[src/common/sirf_pkg.sv]
// Behaviour
// - Drop unknown multicast when filter bit set
// - Drop unknown unicast when drop bit set
// - IPv4 queue from precedence or DIFFSERV table
// - Tag priority beats IP when enabled
// - VLAN rules only while VLAN enable set
// - Learn source when enabled and forwarding/learning
// - Drop when ingress port not VLAN member
// - Admit-non-member bit skips ingress membership drop
// - Known destination: egress must also be member
// - Membership and tagged-only need VLAN enable
// - Tagged-only ports drop untagged and priority-tagged
// - Per-port bit groups: MSB port 2, LSB port 0
// - Two-bit spanning tree state, reset forwarding
// - IP priority source only when IP bit set
// - Tag priority source only when tag bit set
// - DIFFSERV entry holds three-bit priority, indexed
package sirf_pkg;

  ////////////////////////////////////////////////////////////////////////////
  // Register indices; byte address is four times the index
  localparam logic [15:0] SIRF_IDX_GLOBAL     = 16'h1840;
  localparam logic [15:0] SIRF_IDX_PORT_CFG   = 16'h1841;
  localparam logic [15:0] SIRF_IDX_TAG_ONLY   = 16'h1842;
  localparam logic [15:0] SIRF_IDX_PORT_STATE = 16'h1843;
  localparam logic [15:0] SIRF_IDX_NON_MEMBER = 16'h1844;
  localparam logic [15:0] SIRF_IDX_DS_INDEX   = 16'h1811;
  localparam logic [15:0] SIRF_IDX_DS_WDATA   = 16'h1812;
  localparam logic [15:0] SIRF_IDX_DS_RDATA   = 16'h1813;

  ////////////////////////////////////////////////////////////////////////////
  // Global configuration field positions
  localparam int SIRF_G_VLAN_EN   = 0;
  localparam int SIRF_G_TAG_OV_IP = 1;
  localparam int SIRF_G_USE_PREC  = 2;
  localparam int SIRF_G_DROP_UNK  = 3;
  localparam int SIRF_G_FILT_MC   = 4;
  localparam int SIRF_G_IP_PRIORITY_ENABLE    = 9;
  localparam int SIRF_G_USE_TAG   = 14;
  localparam int SIRF_G_WIDTH     = 15;

  // Port configuration field positions
  localparam int SIRF_P_MEMB_LSB  = 0;
  localparam int SIRF_P_LEARN_LSB = 3;

  // Reset values
  localparam logic [14:0] SIRF_G_RST      = 15'h0006;
  localparam logic [5:0]  SIRF_P_RST      = 6'h38;
  localparam logic [2:0]  SIRF_TAGO_RST   = 3'h0;
  localparam logic [5:0]  SIRF_STATE_RST  = 6'h00;
  localparam logic [2:0]  SIRF_NMEMB_RST  = 3'h0;
  localparam logic [2:0]  SIRF_DS_RST     = 3'h0;

  // Sizes
  localparam int SIRF_PORTS    = 3;
  localparam int SIRF_DS_DEPTH = 64;

  ////////////////////////////////////////////////////////////////////////////
  // Spanning tree states, codes as stored in the register
  localparam logic [1:0] SIRF_ST_FWD   = 2'h0;
  localparam logic [1:0] SIRF_ST_BLOCK = 2'h1;
  localparam logic [1:0] SIRF_ST_LEARN = 2'h2;
  localparam logic [1:0] SIRF_ST_DIS   = 2'h3;

  // Priority source chosen for the transmit queue
  typedef enum logic [2:0] {
    SIRF_SRC_DEFAULT,
    SIRF_SRC_TAG,
    SIRF_SRC_PREC,
    SIRF_SRC_DIFFSERV,
    SIRF_SRC_IPV6
  } sirf_src_t;

endpackage : sirf_pkg

[src/hw/sirf_filter.sv]
`timescale 1ns/1ps
// Ingress decision logic: one packet header descriptor in, one decision out.
module sirf_filter
  import sirf_pkg::*;
(
  input  wire logic        clk_i,          // Core clock, 20 MHz
  input  wire logic        nrst_i,         // Async reset, active low
  // Register port
  input  wire logic [15:0] reg_addr_i,     // Register index
  input  wire logic [31:0] reg_wdata_i,    // Write data
  input  wire logic        reg_wr_i,       // Write strobe
  input  wire logic        reg_rd_i,       // Read strobe
  output logic      [31:0] reg_rdata_o,    // Read data, cycle after strobe
  // Packet descriptor, one cycle strobe
  input  wire logic        pkt_valid_i,    // Descriptor present
  input  wire logic [1:0]  pkt_port_i,     // Ingress port 0..2
  input  wire logic        pkt_da_mc_i,    // Destination multicast
  input  wire logic        pkt_da_bc_i,    // Destination broadcast
  input  wire logic        pkt_da_found_i, // Destination in lookup table
  input  wire logic [2:0]  pkt_egress_i,   // Egress map from lookup
  input  wire logic [2:0]  pkt_vlan_memb_i,// Member ports of packet VLAN
  input  wire logic        pkt_tagged_i,   // Carries a VLAN tag
  input  wire logic        pkt_vid_zero_i, // Tag is priority-only
  input  wire logic [2:0]  pkt_tag_pri_i,  // Tag priority
  input  wire logic        pkt_ipv4_i,     // IPv4 packet
  input  wire logic        pkt_ipv6_i,     // IPv6 packet
  input  wire logic [7:0]  pkt_tos_i,      // ToS or traffic class
  input  wire logic [2:0]  pkt_def_pri_i,  // Port default priority
  // Decision, registered, valid one cycle after descriptor
  output logic             dec_valid_o,    // Decision strobe
  output logic             dec_drop_o,     // Packet filtered
  output logic             dec_learn_o,    // Learn source address
  output logic [2:0]       dec_pri_o,      // Receive priority
  output logic [2:0]       dec_src_o       // Priority source code
);

  ////////////////////////////////////////////////////////////////////////////
  // Configuration registers
  logic [14:0] glob_q;                     // Global ingress config
  logic [5:0]  port_cfg_q;                 // Learn and membership enables
  logic [2:0]  tag_only_q;                 // Tagged-only admission
  logic [5:0]  state_q;                    // Spanning tree states
  logic [2:0]  non_memb_q;                 // Admit non-member
  logic [5:0]  ds_idx_q;                   // DIFFSERV access index
  logic [2:0]  ds_tbl_q [SIRF_DS_DEPTH];   // DIFFSERV table
  logic        wr_glob;                    // Decoded write enables
  logic        wr_port;
  logic        wr_tago;
  logic        wr_state;
  logic        wr_nmemb;
  logic        wr_ds_idx;
  logic        wr_ds_data;

  assign wr_glob    = reg_wr_i && (reg_addr_i == SIRF_IDX_GLOBAL);
  assign wr_port    = reg_wr_i && (reg_addr_i == SIRF_IDX_PORT_CFG);
  assign wr_tago    = reg_wr_i && (reg_addr_i == SIRF_IDX_TAG_ONLY);
  assign wr_state   = reg_wr_i && (reg_addr_i == SIRF_IDX_PORT_STATE);
  assign wr_nmemb   = reg_wr_i && (reg_addr_i == SIRF_IDX_NON_MEMBER);
  assign wr_ds_idx  = reg_wr_i && (reg_addr_i == SIRF_IDX_DS_INDEX);
  assign wr_ds_data = reg_wr_i && (reg_addr_i == SIRF_IDX_DS_WDATA);

  // Plain configuration writes; bit groups keep port 2 at the top
  always_ff @(posedge clk_i or negedge nrst_i)
  begin
    if (!nrst_i)
    begin
      glob_q     <= SIRF_G_RST;
      port_cfg_q <= SIRF_P_RST;
      tag_only_q <= SIRF_TAGO_RST;
      state_q    <= SIRF_STATE_RST;            // All forwarding
      non_memb_q <= SIRF_NMEMB_RST;
      ds_idx_q   <= 6'h00;
    end
    else
    begin
      if (wr_glob)   glob_q     <= reg_wdata_i[14:0];
      if (wr_port)   port_cfg_q <= reg_wdata_i[5:0];
      if (wr_tago)   tag_only_q <= reg_wdata_i[2:0];
      if (wr_state)  state_q    <= reg_wdata_i[5:0];
      if (wr_nmemb)  non_memb_q <= reg_wdata_i[2:0];
      if (wr_ds_idx) ds_idx_q   <= reg_wdata_i[5:0];
    end
  end

  // DIFFSERV table, one flip-flop group per entry
  genvar gi;
  generate
    for (gi = 0; gi < SIRF_DS_DEPTH; gi++)
    begin : g_ds
      always_ff @(posedge clk_i or negedge nrst_i)
      begin
        if (!nrst_i)
          ds_tbl_q[gi] <= SIRF_DS_RST;
        else if (wr_ds_data && (ds_idx_q == 6'(gi)))
          ds_tbl_q[gi] <= reg_wdata_i[2:0];
      end
    end
  endgenerate

  ////////////////////////////////////////////////////////////////////////////
  // Read back; unmapped indices and reserved bits read zero
  always_ff @(posedge clk_i or negedge nrst_i)
  begin
    if (!nrst_i)
      reg_rdata_o <= 32'h0000_0000;
    else if (reg_rd_i)
    begin
      case (reg_addr_i)
        SIRF_IDX_GLOBAL:     reg_rdata_o <= {17'h0, glob_q};
        SIRF_IDX_PORT_CFG:   reg_rdata_o <= {26'h0, port_cfg_q};
        SIRF_IDX_TAG_ONLY:   reg_rdata_o <= {29'h0, tag_only_q};
        SIRF_IDX_PORT_STATE: reg_rdata_o <= {26'h0, state_q};
        SIRF_IDX_NON_MEMBER: reg_rdata_o <= {29'h0, non_memb_q};
        SIRF_IDX_DS_INDEX:   reg_rdata_o <= {26'h0, ds_idx_q};
        SIRF_IDX_DS_RDATA:   reg_rdata_o <= {29'h0, ds_tbl_q[ds_idx_q]};
        default:             reg_rdata_o <= 32'h0000_0000;
      endcase
    end
  end

  ////////////////////////////////////////////////////////////////////////////
  // Filtering decision
  logic [1:0] st_in;                       // Ingress port state
  logic       p_memb_en;                   // Membership check enabled
  logic       p_tag_only;                  // Tagged-only on port
  logic       p_learn_en;                  // Learning enabled
  logic       p_nmemb;                     // Admit non-member
  logic       in_member;                   // Ingress is VLAN member
  logic       eg_bad;                      // Egress port outside VLAN
  logic       drop_mc;
  logic       drop_uc;
  logic       drop_memb;
  logic       drop_tag;
  logic       drop_stp;
  logic       drop_d;
  logic       learn_d;

  // Port index beyond 2 is treated as port 0 to keep selects in range
  logic [1:0] pidx;
  assign pidx = (pkt_port_i > 2'h2) ? 2'h0 : pkt_port_i;

  always_comb
  begin
    st_in      = state_q[2*pidx +: 2];
    p_memb_en  = port_cfg_q[SIRF_P_MEMB_LSB + 32'(pidx)];
    p_learn_en = port_cfg_q[SIRF_P_LEARN_LSB + 32'(pidx)];
    p_tag_only = tag_only_q[pidx];
    p_nmemb    = non_memb_q[pidx];
    in_member  = pkt_vlan_memb_i[pidx];
    eg_bad     = |(pkt_egress_i & ~pkt_vlan_memb_i);
    // Broadcast is exempt from the multicast filter
    drop_mc = glob_q[SIRF_G_FILT_MC] && pkt_da_mc_i && !pkt_da_bc_i
              && !pkt_da_found_i;
    drop_uc = glob_q[SIRF_G_DROP_UNK] && !pkt_da_mc_i
              && !pkt_da_bc_i && !pkt_da_found_i;
    // Per-port VLAN bits only count under the global enable
    drop_memb = glob_q[SIRF_G_VLAN_EN] && p_memb_en
                && ((!in_member && !p_nmemb)
                    || (pkt_da_found_i && eg_bad));
    drop_tag  = glob_q[SIRF_G_VLAN_EN] && p_tag_only
                && (!pkt_tagged_i || pkt_vid_zero_i);
    // Learning is still allowed in the learning state; data is not
    drop_stp  = (st_in != SIRF_ST_FWD);
    drop_d    = drop_mc || drop_uc || drop_memb || drop_tag || drop_stp;
    learn_d   = p_learn_en && ((st_in == SIRF_ST_FWD)
                               || (st_in == SIRF_ST_LEARN));
  end

  ////////////////////////////////////////////////////////////////////////////
  // Priority source selection
  sirf_src_t src_d;                        // Chosen source
  logic [2:0] pri_d;                       // Chosen priority
  logic       ip_ok;                       // IP source offered
  logic       tag_ok;                      // Tag source offered

  always_comb
  begin
    ip_ok  = glob_q[SIRF_G_IP_PRIORITY_ENABLE] && (pkt_ipv4_i || pkt_ipv6_i);
    tag_ok = glob_q[SIRF_G_USE_TAG] && pkt_tagged_i;
    src_d  = SIRF_SRC_DEFAULT;
    if (tag_ok && (glob_q[SIRF_G_TAG_OV_IP] || !ip_ok))
      src_d = SIRF_SRC_TAG;
    else if (ip_ok && pkt_ipv4_i)
      src_d = glob_q[SIRF_G_USE_PREC] ? SIRF_SRC_PREC
                                      : SIRF_SRC_DIFFSERV;
    else if (ip_ok)
      src_d = SIRF_SRC_IPV6;
    case (src_d)
      SIRF_SRC_TAG:      pri_d = pkt_tag_pri_i;
      SIRF_SRC_PREC:     pri_d = pkt_tos_i[7:5];
      SIRF_SRC_DIFFSERV: pri_d = ds_tbl_q[pkt_tos_i[7:2]];
      SIRF_SRC_IPV6:     pri_d = ds_tbl_q[pkt_tos_i[7:2]];
      default:           pri_d = pkt_def_pri_i;
    endcase
  end

  ////////////////////////////////////////////////////////////////////////////
  // Registered decision outputs, one cycle after the descriptor
  always_ff @(posedge clk_i or negedge nrst_i)
  begin
    if (!nrst_i)
    begin
      dec_valid_o <= 1'b0;
      dec_drop_o  <= 1'b0;
      dec_learn_o <= 1'b0;
      dec_pri_o   <= 3'h0;
      dec_src_o   <= 3'h0;
    end
    else
    begin
      dec_valid_o <= pkt_valid_i;
      if (pkt_valid_i)
      begin
        dec_drop_o  <= drop_d;
        dec_learn_o <= learn_d;
        dec_pri_o   <= pri_d;
        dec_src_o   <= 3'(src_d);
      end
    end
  end

endmodule // sirf_filter
[config.mk]
export PLATFORM = sky130hd
export DESIGN_NAME = sirf_filter
export DESIGN_NICKNAME = d
export VERILOG_FILES = /design/src/common/sirf_pkg.sv /design/src/hw/sirf_filter.sv
export SDC_FILE = /design/constraint.sdc
export NUM_CORES = 1
export LEC_CHECK = 0
export ABC_CLOCK_PERIOD_IN_PS = 2200
export BUFFER_PORTS_ARGS = -buffer_cell sky130_fd_sc_hd__buf_2
export CELL_PAD_IN_SITES_DETAIL_PLACEMENT = 1
export CELL_PAD_IN_SITES_GLOBAL_PLACEMENT = 1
export CORE_ASPECT_RATIO = 1.4
export CORE_MARGIN = 2
export CORE_UTILIZATION = 40
export DETAILED_ROUTE_END_ITERATION = 8
export GPL_TIMING_DRIVEN = 0
export PLACE_DENSITY = 0.7
export SYNTH_ARGS = -nofsm -noshare
export SYNTH_HDL_FRONTEND = slang
export SYNTH_SLANG_ARGS = --single-unit
[constraint.sdc]
create_clock -name clk_i -period 2.2 [get_ports clk_i]
set_input_delay 0.11 -clock clk_i [delete_from_list [all_inputs] [get_ports clk_i]]
set_output_delay 0.11 -clock clk_i [all_outputs]
set_load 0.01 [all_outputs]
==> results of run 1 <==
==> how the worst max path moves through the flow <==
stage / depth (start not counted) / to / slack [ns] / start
2_1_floorplan: 8 / ds_tbl_q[90] / 0.03 / ds_idx_q[0]
3_3_place_gp: 1 / ds_tbl_q[37] / -3.64 / nrst_i
3_5_place_dp: 8 / ds_tbl_q[92] / -1.00 / ds_idx_q[0]
4_1_cts: 7 / reg_rdata_o[1] / -0.07 / ds_idx_q[1]
5_1_grt: 7 / reg_rdata_o[1] / -0.06 / ds_idx_q[0]
6_report: 7 / reg_rdata_o[1] / -0.05 / ds_idx_q[0]
==> metal layers <==
metal,wire [µm],GRT usage,vias up,share of wire
met1,18400,0.306,5396,0.37
met5,0,0,-,0
met2,25400,0.492,443,0.51
li1,-,-,4378,-
met4,3220,0.155,0,0.065
met3,2670,0.0382,150,0.054
==> cell usage in the layout (no fill, tap or decap), drive strengths merged, types with 3 or more instances in the layout <==
master,synthesis,final
nand2b,10,10
a31oi,9,9
a21oi,10,10
a222oi,4,4
buf,49,136
bufinv,0,3
mux2i,56,56
mux2,248,248
nor2,66,66
nand3,45,45
dfrtp,250,250
dfstp,5,5
a22o,3,3
inv,22,22
nor4b,5,5
clkbuf,49,75
dlygate4sd3,0,20
o211ai,3,3
nand4,8,8
nand4b,4,4
conb,1,17
nor2b,13,13
or4b,5,5
a221oi,6,6
nand2,50,50
and2,6,6
nor4,3,3
o21ai,20,20
a32oi,8,8
a22oi,22,22
a211o,3,3
clkinv,0,4
nor3,13,13
mux4,77,77
o22ai,9,9
==> logic make-up after synthesis <==
family          Yosys count  share of synthesized area
compound gates          103                     0.0508
fa+ha+maj                 2                    0.00178
buf+inv                 120                     0.0389
flops                   255                      0.454
mux                     381                      0.362
other cells               1                   0.000267
simple gates            237                     0.0922
==> worst register-to-register path: stages, from the launching register on <==
cell     delay, ns
dfrtp_2       0.38
buf_12        0.16
buf_12        0.15
mux4_2        0.52
mux2i_2       0.24
mux4_2        0.34
nor2_1        0.07
a211o_1       0.27
==> metrics by stage <==
step                      hold slack [ns]  TNS (ns)  power [µW]   util  cell area, µm²
final                              0.0226   -0.0461        9730  0.481           16700
after CTS                          0.0182    -0.160        9770  0.475           16500
after floorplan                    -0.186         0        5060      -           14100
after detailed placement          -0.0440   -132.71        5400  0.436           15200
after global routing               0.0420    -0.255       10000  0.481           16700
after global placement              0.339  -1039.44        5380  0.434           15100
==> final cells by class <==
cell class | count | area (µm²)
clock buffer | 31 | 668
tap | 456 | 571
multi-input combinational | 740 | 7520
buffer | 94 | 593
sequential | 255 | 6390
inverter | 22 | 82.6
fill | 3529 | 18000
clock inverter | 9 | 125
timing repair buffer | 107 | 769
==> power groups by stage <==
| stage | sequential [µW] | combinational [µW] | clock (µW) |
|---|---|---|---|
| final | 4710 | 633 | 4380 |
| after floorplan | 4810 | 249 | 0 |
| after detailed placement | 4800 | 595 | 0 |
| after global placement | 4800 | 572 | 0 |
| after CTS | 4710 | 629 | 4430 |
| after global routing | 4710 | 678 | 4620 |
==> flip-flops by register name (all words and copies together), names as in the netlist <==
name and cells:
dec_drop_o 1, dec_learn_o 1, dec_pri_o 3, dec_src_o 3
dec_valid_o 1, ds_idx_q 6, ds_tbl_q 192, glob_q 15
non_memb_q 3, port_cfg_q 6, reg_rdata_o 15, state_q 6
tag_only_q 3
==> what timing repair did <==
| item | in CTS | in global routing |
|---|---|---|
| setup buffers | 2 | 1 |
| hold buffers | 20 | 0 |
| gates resized for setup | 111 | 44 |
| pin swaps | 0 | 1 |
| gates cloned | 1 | 1 |
| endpoints found under the hold margin | 163 | 0 |
| setup endpoints to repair | 198 | 103 |
==> metrics.yaml, run 1 <==
timing:
  fmax_mhz: 445
  worst_pin_slew_ns: 1.13
  relSlewSlack: 0.247
  finalSetupViolCount: 2
  rsz0062_at_grt: "true"
  fin_worst_skew_ns: 0.0157
  hold_violations: 0
  fin_crit_sh: 1.02
  slew_viol_final: 0
  fin_crit_ns: 2.25
  fin_ws_ns: -0.0457
routing:
  wl_per_cell_um: 29.0
  drt_iter0_drc: 847
  vias: 10400
  routed_wl_mm: 49.6
  firstDrtPassIters: 5
  drc: 0
  via_per_inst: 6.05
  detail-route-antenna-nets: 0
floorplanning:
  coreArea_mm2: 0.0348
  die_w_um: 162
  io_pins: 123
  initial_core_util: 0.404
  rows: 81
  die_area_mm2: 0.0367
  die_y_um: 226
power:
  internal-power_uw: 7390
  p_comb_frac: 0.065
  power_density_mw_per_mm2: 582
  p_sw_frac: 0.240
  ir_drop_uv: 489
  power_leakage_uw: 0.00733
  p_sw_uw: 2330
  pwr-share-seq: 0.485
  pwr-share-clk: 0.450
yosys:
  ys.flop_type: "dfrtp_1"
  synth-seq-cells: 255
  synth_cell_type_count: 56
  netlist_top_cells_area: "dfrtp_1, mux2_2, mux4_2, mux2i_1, nor2_1"
  synthTopCellsByCount: "dfrtp_1, mux2_2, mux4_2, mux2i_1, nor2_1"
  synth-edff-count: 0
  yosysSeqAreaShare: 0.454
  synthArstFlopShare: 1.00
  synthesis.area_mm2: 0.0141
  yosys_warnings: 0
  synthCells: 1099
  syn_avg_cell_area_um2: 12.8
  yosysMostFrequentCell: "dfrtp_1"
  yosys.area.top_type: "dfrtp_1"
  synth_top_area_frac: 0.445
outcome:
  violations: "negative setup slack"
  status: "finished with violations"
min_path:
  hold_path_depth: 5
  min_path_type: "input port to flop"
  worstHoldStart: "pkt_vid_zero_i"
  hold_end: "dec_drop_o"
setup_path:
  worstReg2RegStart: "ds_idx_q[0]"
  worstRegToRegCells: 7
  worstSetupStartpointType: "flop"
  path_max_fanout: 6
  crit_type: "flop to flop"
  cpPeakStageDelay_ns: 0.52
  slowest_stage: "mux4_2"
  crit_chain: "buf_12, buf_12, mux4_2, mux2i_2, mux4_2, nor2_1, a211o_1"
  cp_top_family: "multiplexers"
  r2r_slack_ns: -0.05
  crit_arrival_ns: 2.67
  cp-end-kind: "flop"
  worstPathRequired_ns: 2.62
  timing.critical_path.buf_inv: 2
  r2r-end: "reg_rdata_o[1]"
global_route:
  grt_pass1_wl_mm: 73.3
  grt_antenna_before_repair: 0
  grt_usage: 0.272
  overflow: 0
  grt_pass1_vias: 11200
  grt_start_max_net_pins: 122
final_layout:
  drive_gt1_frac: 0.459
  nets: 1329
  n_antenna_cell: 0
  area_growth_pct: 18.9
  instances_no_fill: 1714
placed_design:
  routabilityCongestion: 0.921
  dp_slack_ns: -1.00
  port_buffers: 80
  hpwlAfterDp_mm: 36.6
  dp.cells: 1653
cts:
  clk_pin_slew_ns: 0.07
  h-tree-depth: 1
  cts.sinks: 255
  cts_tree: "done"
  clock_path_buffers: 3
  cts_made_buffers: 25
  clock_latency_ns: 0.55
  cts-root-buf: "clkbuf_16"
run:
  drv_cap: 0
Note: power is estimated with default switching activity, not from simulation.
==> run 2: changes to the inputs <==
--- a/config.mk
+++ b/config.mk
@@ -5,7 +5,7 @@
 export SDC_FILE = /design/constraint.sdc
 export NUM_CORES = 1
 export LEC_CHECK = 0
-export ABC_CLOCK_PERIOD_IN_PS = 2200
+export ABC_CLOCK_PERIOD_IN_PS = 2450
 export BUFFER_PORTS_ARGS = -buffer_cell sky130_fd_sc_hd__buf_2
 export CELL_PAD_IN_SITES_DETAIL_PLACEMENT = 1
 export CELL_PAD_IN_SITES_GLOBAL_PLACEMENT = 1
@@ -14,7 +14,7 @@
 export CORE_UTILIZATION = 40
 export DETAILED_ROUTE_END_ITERATION = 8
 export GPL_TIMING_DRIVEN = 0
-export PLACE_DENSITY = 0.7
+export PLACE_DENSITY = 0.67
 export SYNTH_ARGS = -nofsm -noshare
 export SYNTH_HDL_FRONTEND = slang
 export SYNTH_SLANG_ARGS = --single-unit
==> constraint.sdc (replaced) <==
create_clock -name clk_i -period 2.45 [get_ports clk_i]
set_input_delay 0.1225 -clock clk_i [delete_from_list [all_inputs] [get_ports clk_i]]
set_output_delay 0.1225 -clock clk_i [all_outputs]
set_load 0.01 [all_outputs]
==> run 2 against run 1 <==
The flow still finishes with violations (negative setup slack). Die area is the same. Clock power decreased by 3%. Sequential share of layout area increased by 0.75 points. Final area decreased by 1.9%. Sequential cell count unchanged. Power decreased by 7.3%. Largest power group unchanged.
==> metrics.yaml, run 2 (synthesized netlist as in run 1, its figures left out) <==
power:
  pwr-share-seq: 0.469
  p_sw_uw: 2150
  pwr-share-clk: 0.469
  internal-power_uw: 6880
  power_density_mw_per_mm2: 550
  power_leakage_uw: 0.00724
  p_comb_frac: 0.062
  finalPower_uw: 9020
  p_sw_frac: 0.238
  ir_drop_uv: 441
final_layout:
  largest_reg_flops: 192
  drive_gt1_frac: 0.438
  n_antenna_cell: 0
  fill_cells: 3649
  area_growth_pct: 16.6
  fin_util: 0.472
  final_common_cell: "dfrtp_1"
  largest_register: "ds_tbl_q"
  top_regs: "ds_tbl_q x192, glob_q x15, reg_rdata_o x15"
  nets: 1323
  layout_common_cells: "dfrtp_1, mux2_2, buf_2"
floorplanning:
  die_area_mm2: 0.0367
  rows: 81
  initial_core_util: 0.404
  die_y_um: 226
  io_pins: 123
  die_w_um: 162
  coreArea_mm2: 0.0348
setup_path:
  cp-endpoint: "ds_tbl_q[89]"
  timing.critical_path.buf_inv: 2
  worstRegToRegCells: 6
  crit_chain: "buf_4, buf_4, nor2_2, nand2_1, nor2_2, mux2_2"
  cp-end-kind: "flop"
  crit_arrival_ns: 2.94
  path_max_fanout: 10
  critical_path_depth: 6
  cp-startpoint: "ds_idx_q[0]"
  cpPeakStageDelay_ns: 0.49
  slowest_stage: "dfrtp_2"
  worstReg2RegStart: "ds_idx_q[0]"
  worstSetupStartpointType: "flop"
  crit_type: "flop to flop"
  r2r_slack_ns: -0.07
  worstPathRequired_ns: 2.88
  r2r-end: "ds_tbl_q[89]"
  cp_top_family: "simple AND/OR/NAND/NOR gates"
cts:
  clock_path_buffers: 3
  clk_pin_slew_ns: 0.06
  cts_tree: "done"
  cts_made_buffers: 26
  cts-root-buf: "clkbuf_16"
  clock_latency_ns: 0.56
  cts.sinks: 255
  h-tree-depth: 1
timing:
  hold_slack_ns: 0.0253
  fin_ws_ns: -0.0651
  slew_viol_final: 0
  fin_worst_skew_ns: 0.0203
  finalSetupTns_ns: -0.216
  hold_violations: 0
  fin_crit_sh: 1.03
  relSlewSlack: 0.161
  fin_crit_ns: 2.52
  worst_pin_slew_ns: 1.25
  finalSetupViolCount: 4
  rsz0062_at_grt: "true"
  fmax_mhz: 398
global_route:
  grt_pass1_vias: 11100
  grt_antenna_before_repair: 0
  overflow: 0
  grt_usage: 0.272
  grt_pass1_wl_mm: 73.1
  grt_start_max_net_pins: 122
routing:
  via_per_inst: 6.02
  detail-route-antenna-nets: 0
  vias: 10300
  routed_wl_mm: 49.1
  drc: 0
  firstDrtPassIters: 5
  drt_iter0_drc: 742
  wl_per_cell_um: 28.7
run:
  drv_cap: 0
placed_design:
  routabilityCongestion: 0.903
  port_buffers: 80
  dp_slack_ns: -0.759
  hpwlAfterDp_mm: 36.7
min_path:
  min_path_type: "input port to flop"
outcome:
  violations: "negative setup slack"
  status: "finished with violations"
## run 2: power groups by stage
| stage | logic [µW] | clock network (µW) | registers, µW |
|---|---|---|---|
| global placement | 518 | 0 | 4310 |
| CTS | 560 | 4280 | 4230 |
| floorplan | 223 | 0 | 4320 |
| finish | 558 | 4230 | 4230 |
| global route | 605 | 4440 | 4230 |
| detailed placement | 538 | 0 | 4310 |
## run 2: area by class of cell
type	instances	area [µm²]	share of cell area
Multi-Input combinational cell	740	7330	0.447
Sequential cell	255	6390	0.390
Clock buffer	35	756	0.0461
Timing Repair Buffer	98	626	0.0381
Tap cell	456	571	0.0348
Buffer	96	504	0.0307
Clock inverter	11	139	0.00847
Inverter	22	82.6	0.00504
## run 2: worst min-delay path by stage
stage | from | to | slack (ns) | cells past startpoint
floorplan | nrst_i | dec_drop_o | -0.17 | 0
global placement | pkt_valid_i | dec_valid_o | 0.35 | 1
detailed placement | nrst_i | ds_tbl_q[178] | 0.05 | 1
CTS | pkt_tag_pri_i[0] | dec_pri_o[0] | 0.01 | 4
global route | pkt_tag_pri_i[0] | dec_pri_o[0] | 0.03 | 4
finish | pkt_tag_pri_i[0] | dec_pri_o[0] | 0.03 | 4
## run 2: worst register-to-register path, delay by kind of cell (launching register included)
family	cells	cell delay, ns
buf+inv	2	0.46
flops	1	0.49
mux	1	0.38
simple gates	3	1.06
## run 2: stage by stage
stage | instance area [µm²] | cells
5_1_grt | 16400 | 1713
2_1_floorplan | 14100 | 1115
3_3_place_gp | 15100 | 1651
6_report | 16400 | 1713
4_1_cts | 16400 | 1713
3_5_place_dp | 15200 | 1653
## run 2: metal layers
metal	share of wire	track usage
met1	0.37	0.312
met2	0.52	0.496
met3	0.057	0.0356
met4	0.055	0.134
met5	0	0
## run 2: what timing repair did
action,4_1_cts,5_1_grt
setup endpoints to repair,187,70
endpoints found under the hold margin,159,0
resized for setup,67,17
hold buffers,16,0
buffers inserted,0,0
==> run 3: changes to the inputs <==
--- a/config.mk
+++ b/config.mk
@@ -9,12 +9,12 @@
 export BUFFER_PORTS_ARGS = -buffer_cell sky130_fd_sc_hd__buf_2
 export CELL_PAD_IN_SITES_DETAIL_PLACEMENT = 1
 export CELL_PAD_IN_SITES_GLOBAL_PLACEMENT = 1
-export CORE_ASPECT_RATIO = 1.4
 export CORE_MARGIN = 2
 export CORE_UTILIZATION = 40
 export DETAILED_ROUTE_END_ITERATION = 8
 export GPL_TIMING_DRIVEN = 0
 export PLACE_DENSITY = 0.67
+export SKIP_CTS_REPAIR_TIMING = 1
 export SYNTH_ARGS = -nofsm -noshare
 export SYNTH_HDL_FRONTEND = slang
 export SYNTH_SLANG_ARGS = --single-unit
==> run 3 against run 2 <==
The flow still finishes with violations (negative setup slack). Die area about the same. Setup slack improved by 0.039 ns. Cell count increased by 0.18%. Worst hold slack got worse by 0.022 ns. Sequential cell count unchanged. Via count increased by 0.63%. Sequential share of layout area decreased by 0.41 points. Power increased by 3.4%. Critical path depth increased by 1. Final area increased by 1.1%. Clock skew decreased by 0.011 ns. Critical path type unchanged. Critical endpoint is now reg_rdata_o[1].
==> metrics.yaml, run 3 (synthesized netlist as in run 1, its figures left out) <==
routing:
  detail-route-antenna-nets: 0
  vias: 10400
  firstDrtPassIters: 6
  via_per_inst: 6.05
  drc: 0
  wl_per_cell_um: 28.3
  drt_iter0_drc: 749
  routed_wl_mm: 48.5
timing:
  worst_pin_slew_ns: 1.18
  fin_ws_ns: -0.0259
  hold_violations: 0
  fin_crit_sh: 1.01
  fin_crit_ns: 2.48
  hold_slack_ns: 0.00359
  slew_viol_final: 0
  fmax_mhz: 404
  relSlewSlack: 0.210
  finalSetupViolCount: 1
  rsz0062_at_grt: "true"
  fin_worst_skew_ns: 0.00957
floorplanning:
  rows: 68
  coreArea_mm2: 0.0345
  die_w_um: 191
  io_pins: 123
  initial_core_util: 0.407
  die_area_mm2: 0.0367
  die_y_um: 191
final_layout:
  final_area_mm2: 0.0166
  multiInputGateArea_mm2: 0.00739
  fill_cells: 3582
  layout_common_cells: "dfrtp_1, mux2_2, buf_2"
  nets: 1325
  top_regs: "ds_tbl_q x192, glob_q x15, reg_rdata_o x15"
  seq_area_mm2: 0.00639
  final_common_cell: "dfrtp_1"
  n_antenna_cell: 0
  area_growth_pct: 17.9
  largest_register: "ds_tbl_q"
  largest_reg_flops: 192
  drive_gt1_frac: 0.447
setup_path:
  timing.critical_path.buf_inv: 2
  worstSetupStartpointType: "flop"
  crit_chain: "clkbuf_4, clkbuf_4, mux4_2, mux2i_1, mux4_2, nor2_1, a211o_1"
  worstPathRequired_ns: 2.89
  cp-end-kind: "flop"
  cpPeakStageDelay_ns: 0.39
  worstReg2RegStart: "ds_idx_q[1]"
  cp_top_family: "multiplexers"
  crit_arrival_ns: 2.91
  cp-startpoint: "ds_idx_q[1]"
  crit_type: "flop to flop"
  slowest_stage: "mux4_2"
  path_max_fanout: 10
run:
  drv_cap: 0
outcome:
  status: "finished with violations"
  violations: "negative setup slack"
global_route:
  grt_start_max_net_pins: 120
  use_met1: 0.346
  grt_antenna_before_repair: 1
  busiest_layer: "met2"
  grt_pass1_vias: 10900
  grt_pass1_wl_mm: 71.7
  met2_usage: 0.435
  use_met3: 0.0560
  overflow: 0
  grt_usage: 0.266
placed_design:
  hpwlAfterDp_mm: 35.3
  port_buffers: 80
  dp_slack_ns: -0.694
  place_area_mm2: 0.0152
  routabilityCongestion: 0.921
cts:
  clock_path_buffers: 3
  clock_latency_ns: 0.56
  cts.sinks: 255
  h-tree-depth: 1
  cts_made_buffers: 30
  cts-root-buf: "clkbuf_16"
  cts_tree: "done"
  clk_pin_slew_ns: 0.06
power:
  ir_drop_uv: 541
  power_density_mw_per_mm2: 563
  finalPower_uw: 9330
  power_leakage_uw: 0.00733
min_path:
  min_path_type: "input port to flop"
  worstHoldStart: "pkt_tagged_i"
[run 3: cell types whose count changed in the layout (fill, tap and decap cells not counted), moves of 3 or more]
cell | before | now
buf_4 | 29 | 19
buf_6 | 1 | 8
clkbuf_1 | 46 | 51
nor2_1 | 32 | 27
clkbuf_16 | 27 | 31
clkbuf_4 | 3 | 6
clkbuf_8 | 5 | 8
clkinv_2 | 5 | 2
nand2_1 | 43 | 40
nand2_2 | 7 | 10
nor2_4 | 10 | 13
[run 3: final timing paths]
kind	endpoint	slack (ns)	depth (start not counted)
hold / removal	dec_drop_o	0.004	4
hold reg to reg	reg_rdata_o[6]	0.50	2
min in group asynchronous	ds_tbl_q[175]	0.11	2
setup reg to reg	reg_rdata_o[1]	-0.03	7
max in group asynchronous	ds_idx_q[0]	1.35	3
setup / recovery	reg_rdata_o[1]	-0.03	7
[run 3: routing by layer]
metal | wire length (µm) | part of all wire
met1 | 20400 | 0.42
met2 | 22700 | 0.47
met3 | 3290 | 0.068
met4 | 2090 | 0.043
met5 | 0 | 0
[run 3: stage by stage]
step | util | setup TNS [ns] | cells
floorplan | - | 0 | 1115
global placement | 0.437 | -975.78 | 1650
detailed placement | 0.439 | -76.45 | 1652
CTS | 0.468 | -78.87 | 1704
global route | 0.480 | -0.133 | 1716
finish | 0.480 | -0.0259 | 1716
[run 3: cell type report]
type                            instances  share of cell area
Buffer                                 95              0.0319
Clock buffer                           47              0.0553
Clock inverter                          5             0.00468
Inverter                               22             0.00498
Multi-Input combinational cell        740               0.446
Sequential cell                       255               0.386
Tap cell                              455              0.0343
Timing Repair Buffer                   97              0.0371
[run 3: report_power, final]
group / leakage (µW) / switching (µW) / internal (µW)
clock: 0.000485 / 1790 / 2740
sequential: 0.00352 / 11.3 / 4230
combinational: 0.00332 / 378 / 176
total: 0.00733 / 2180 / 7150
[run 3: worst reg2reg max path: stages (launching register included)]
cell and delay (ns):
dfrtp_1 0.35, clkbuf_4 0.28, clkbuf_4 0.37, mux4_2 0.40, mux2i_1 0.27, mux4_2 0.35
nor2_1 0.07, a211o_1 0.27
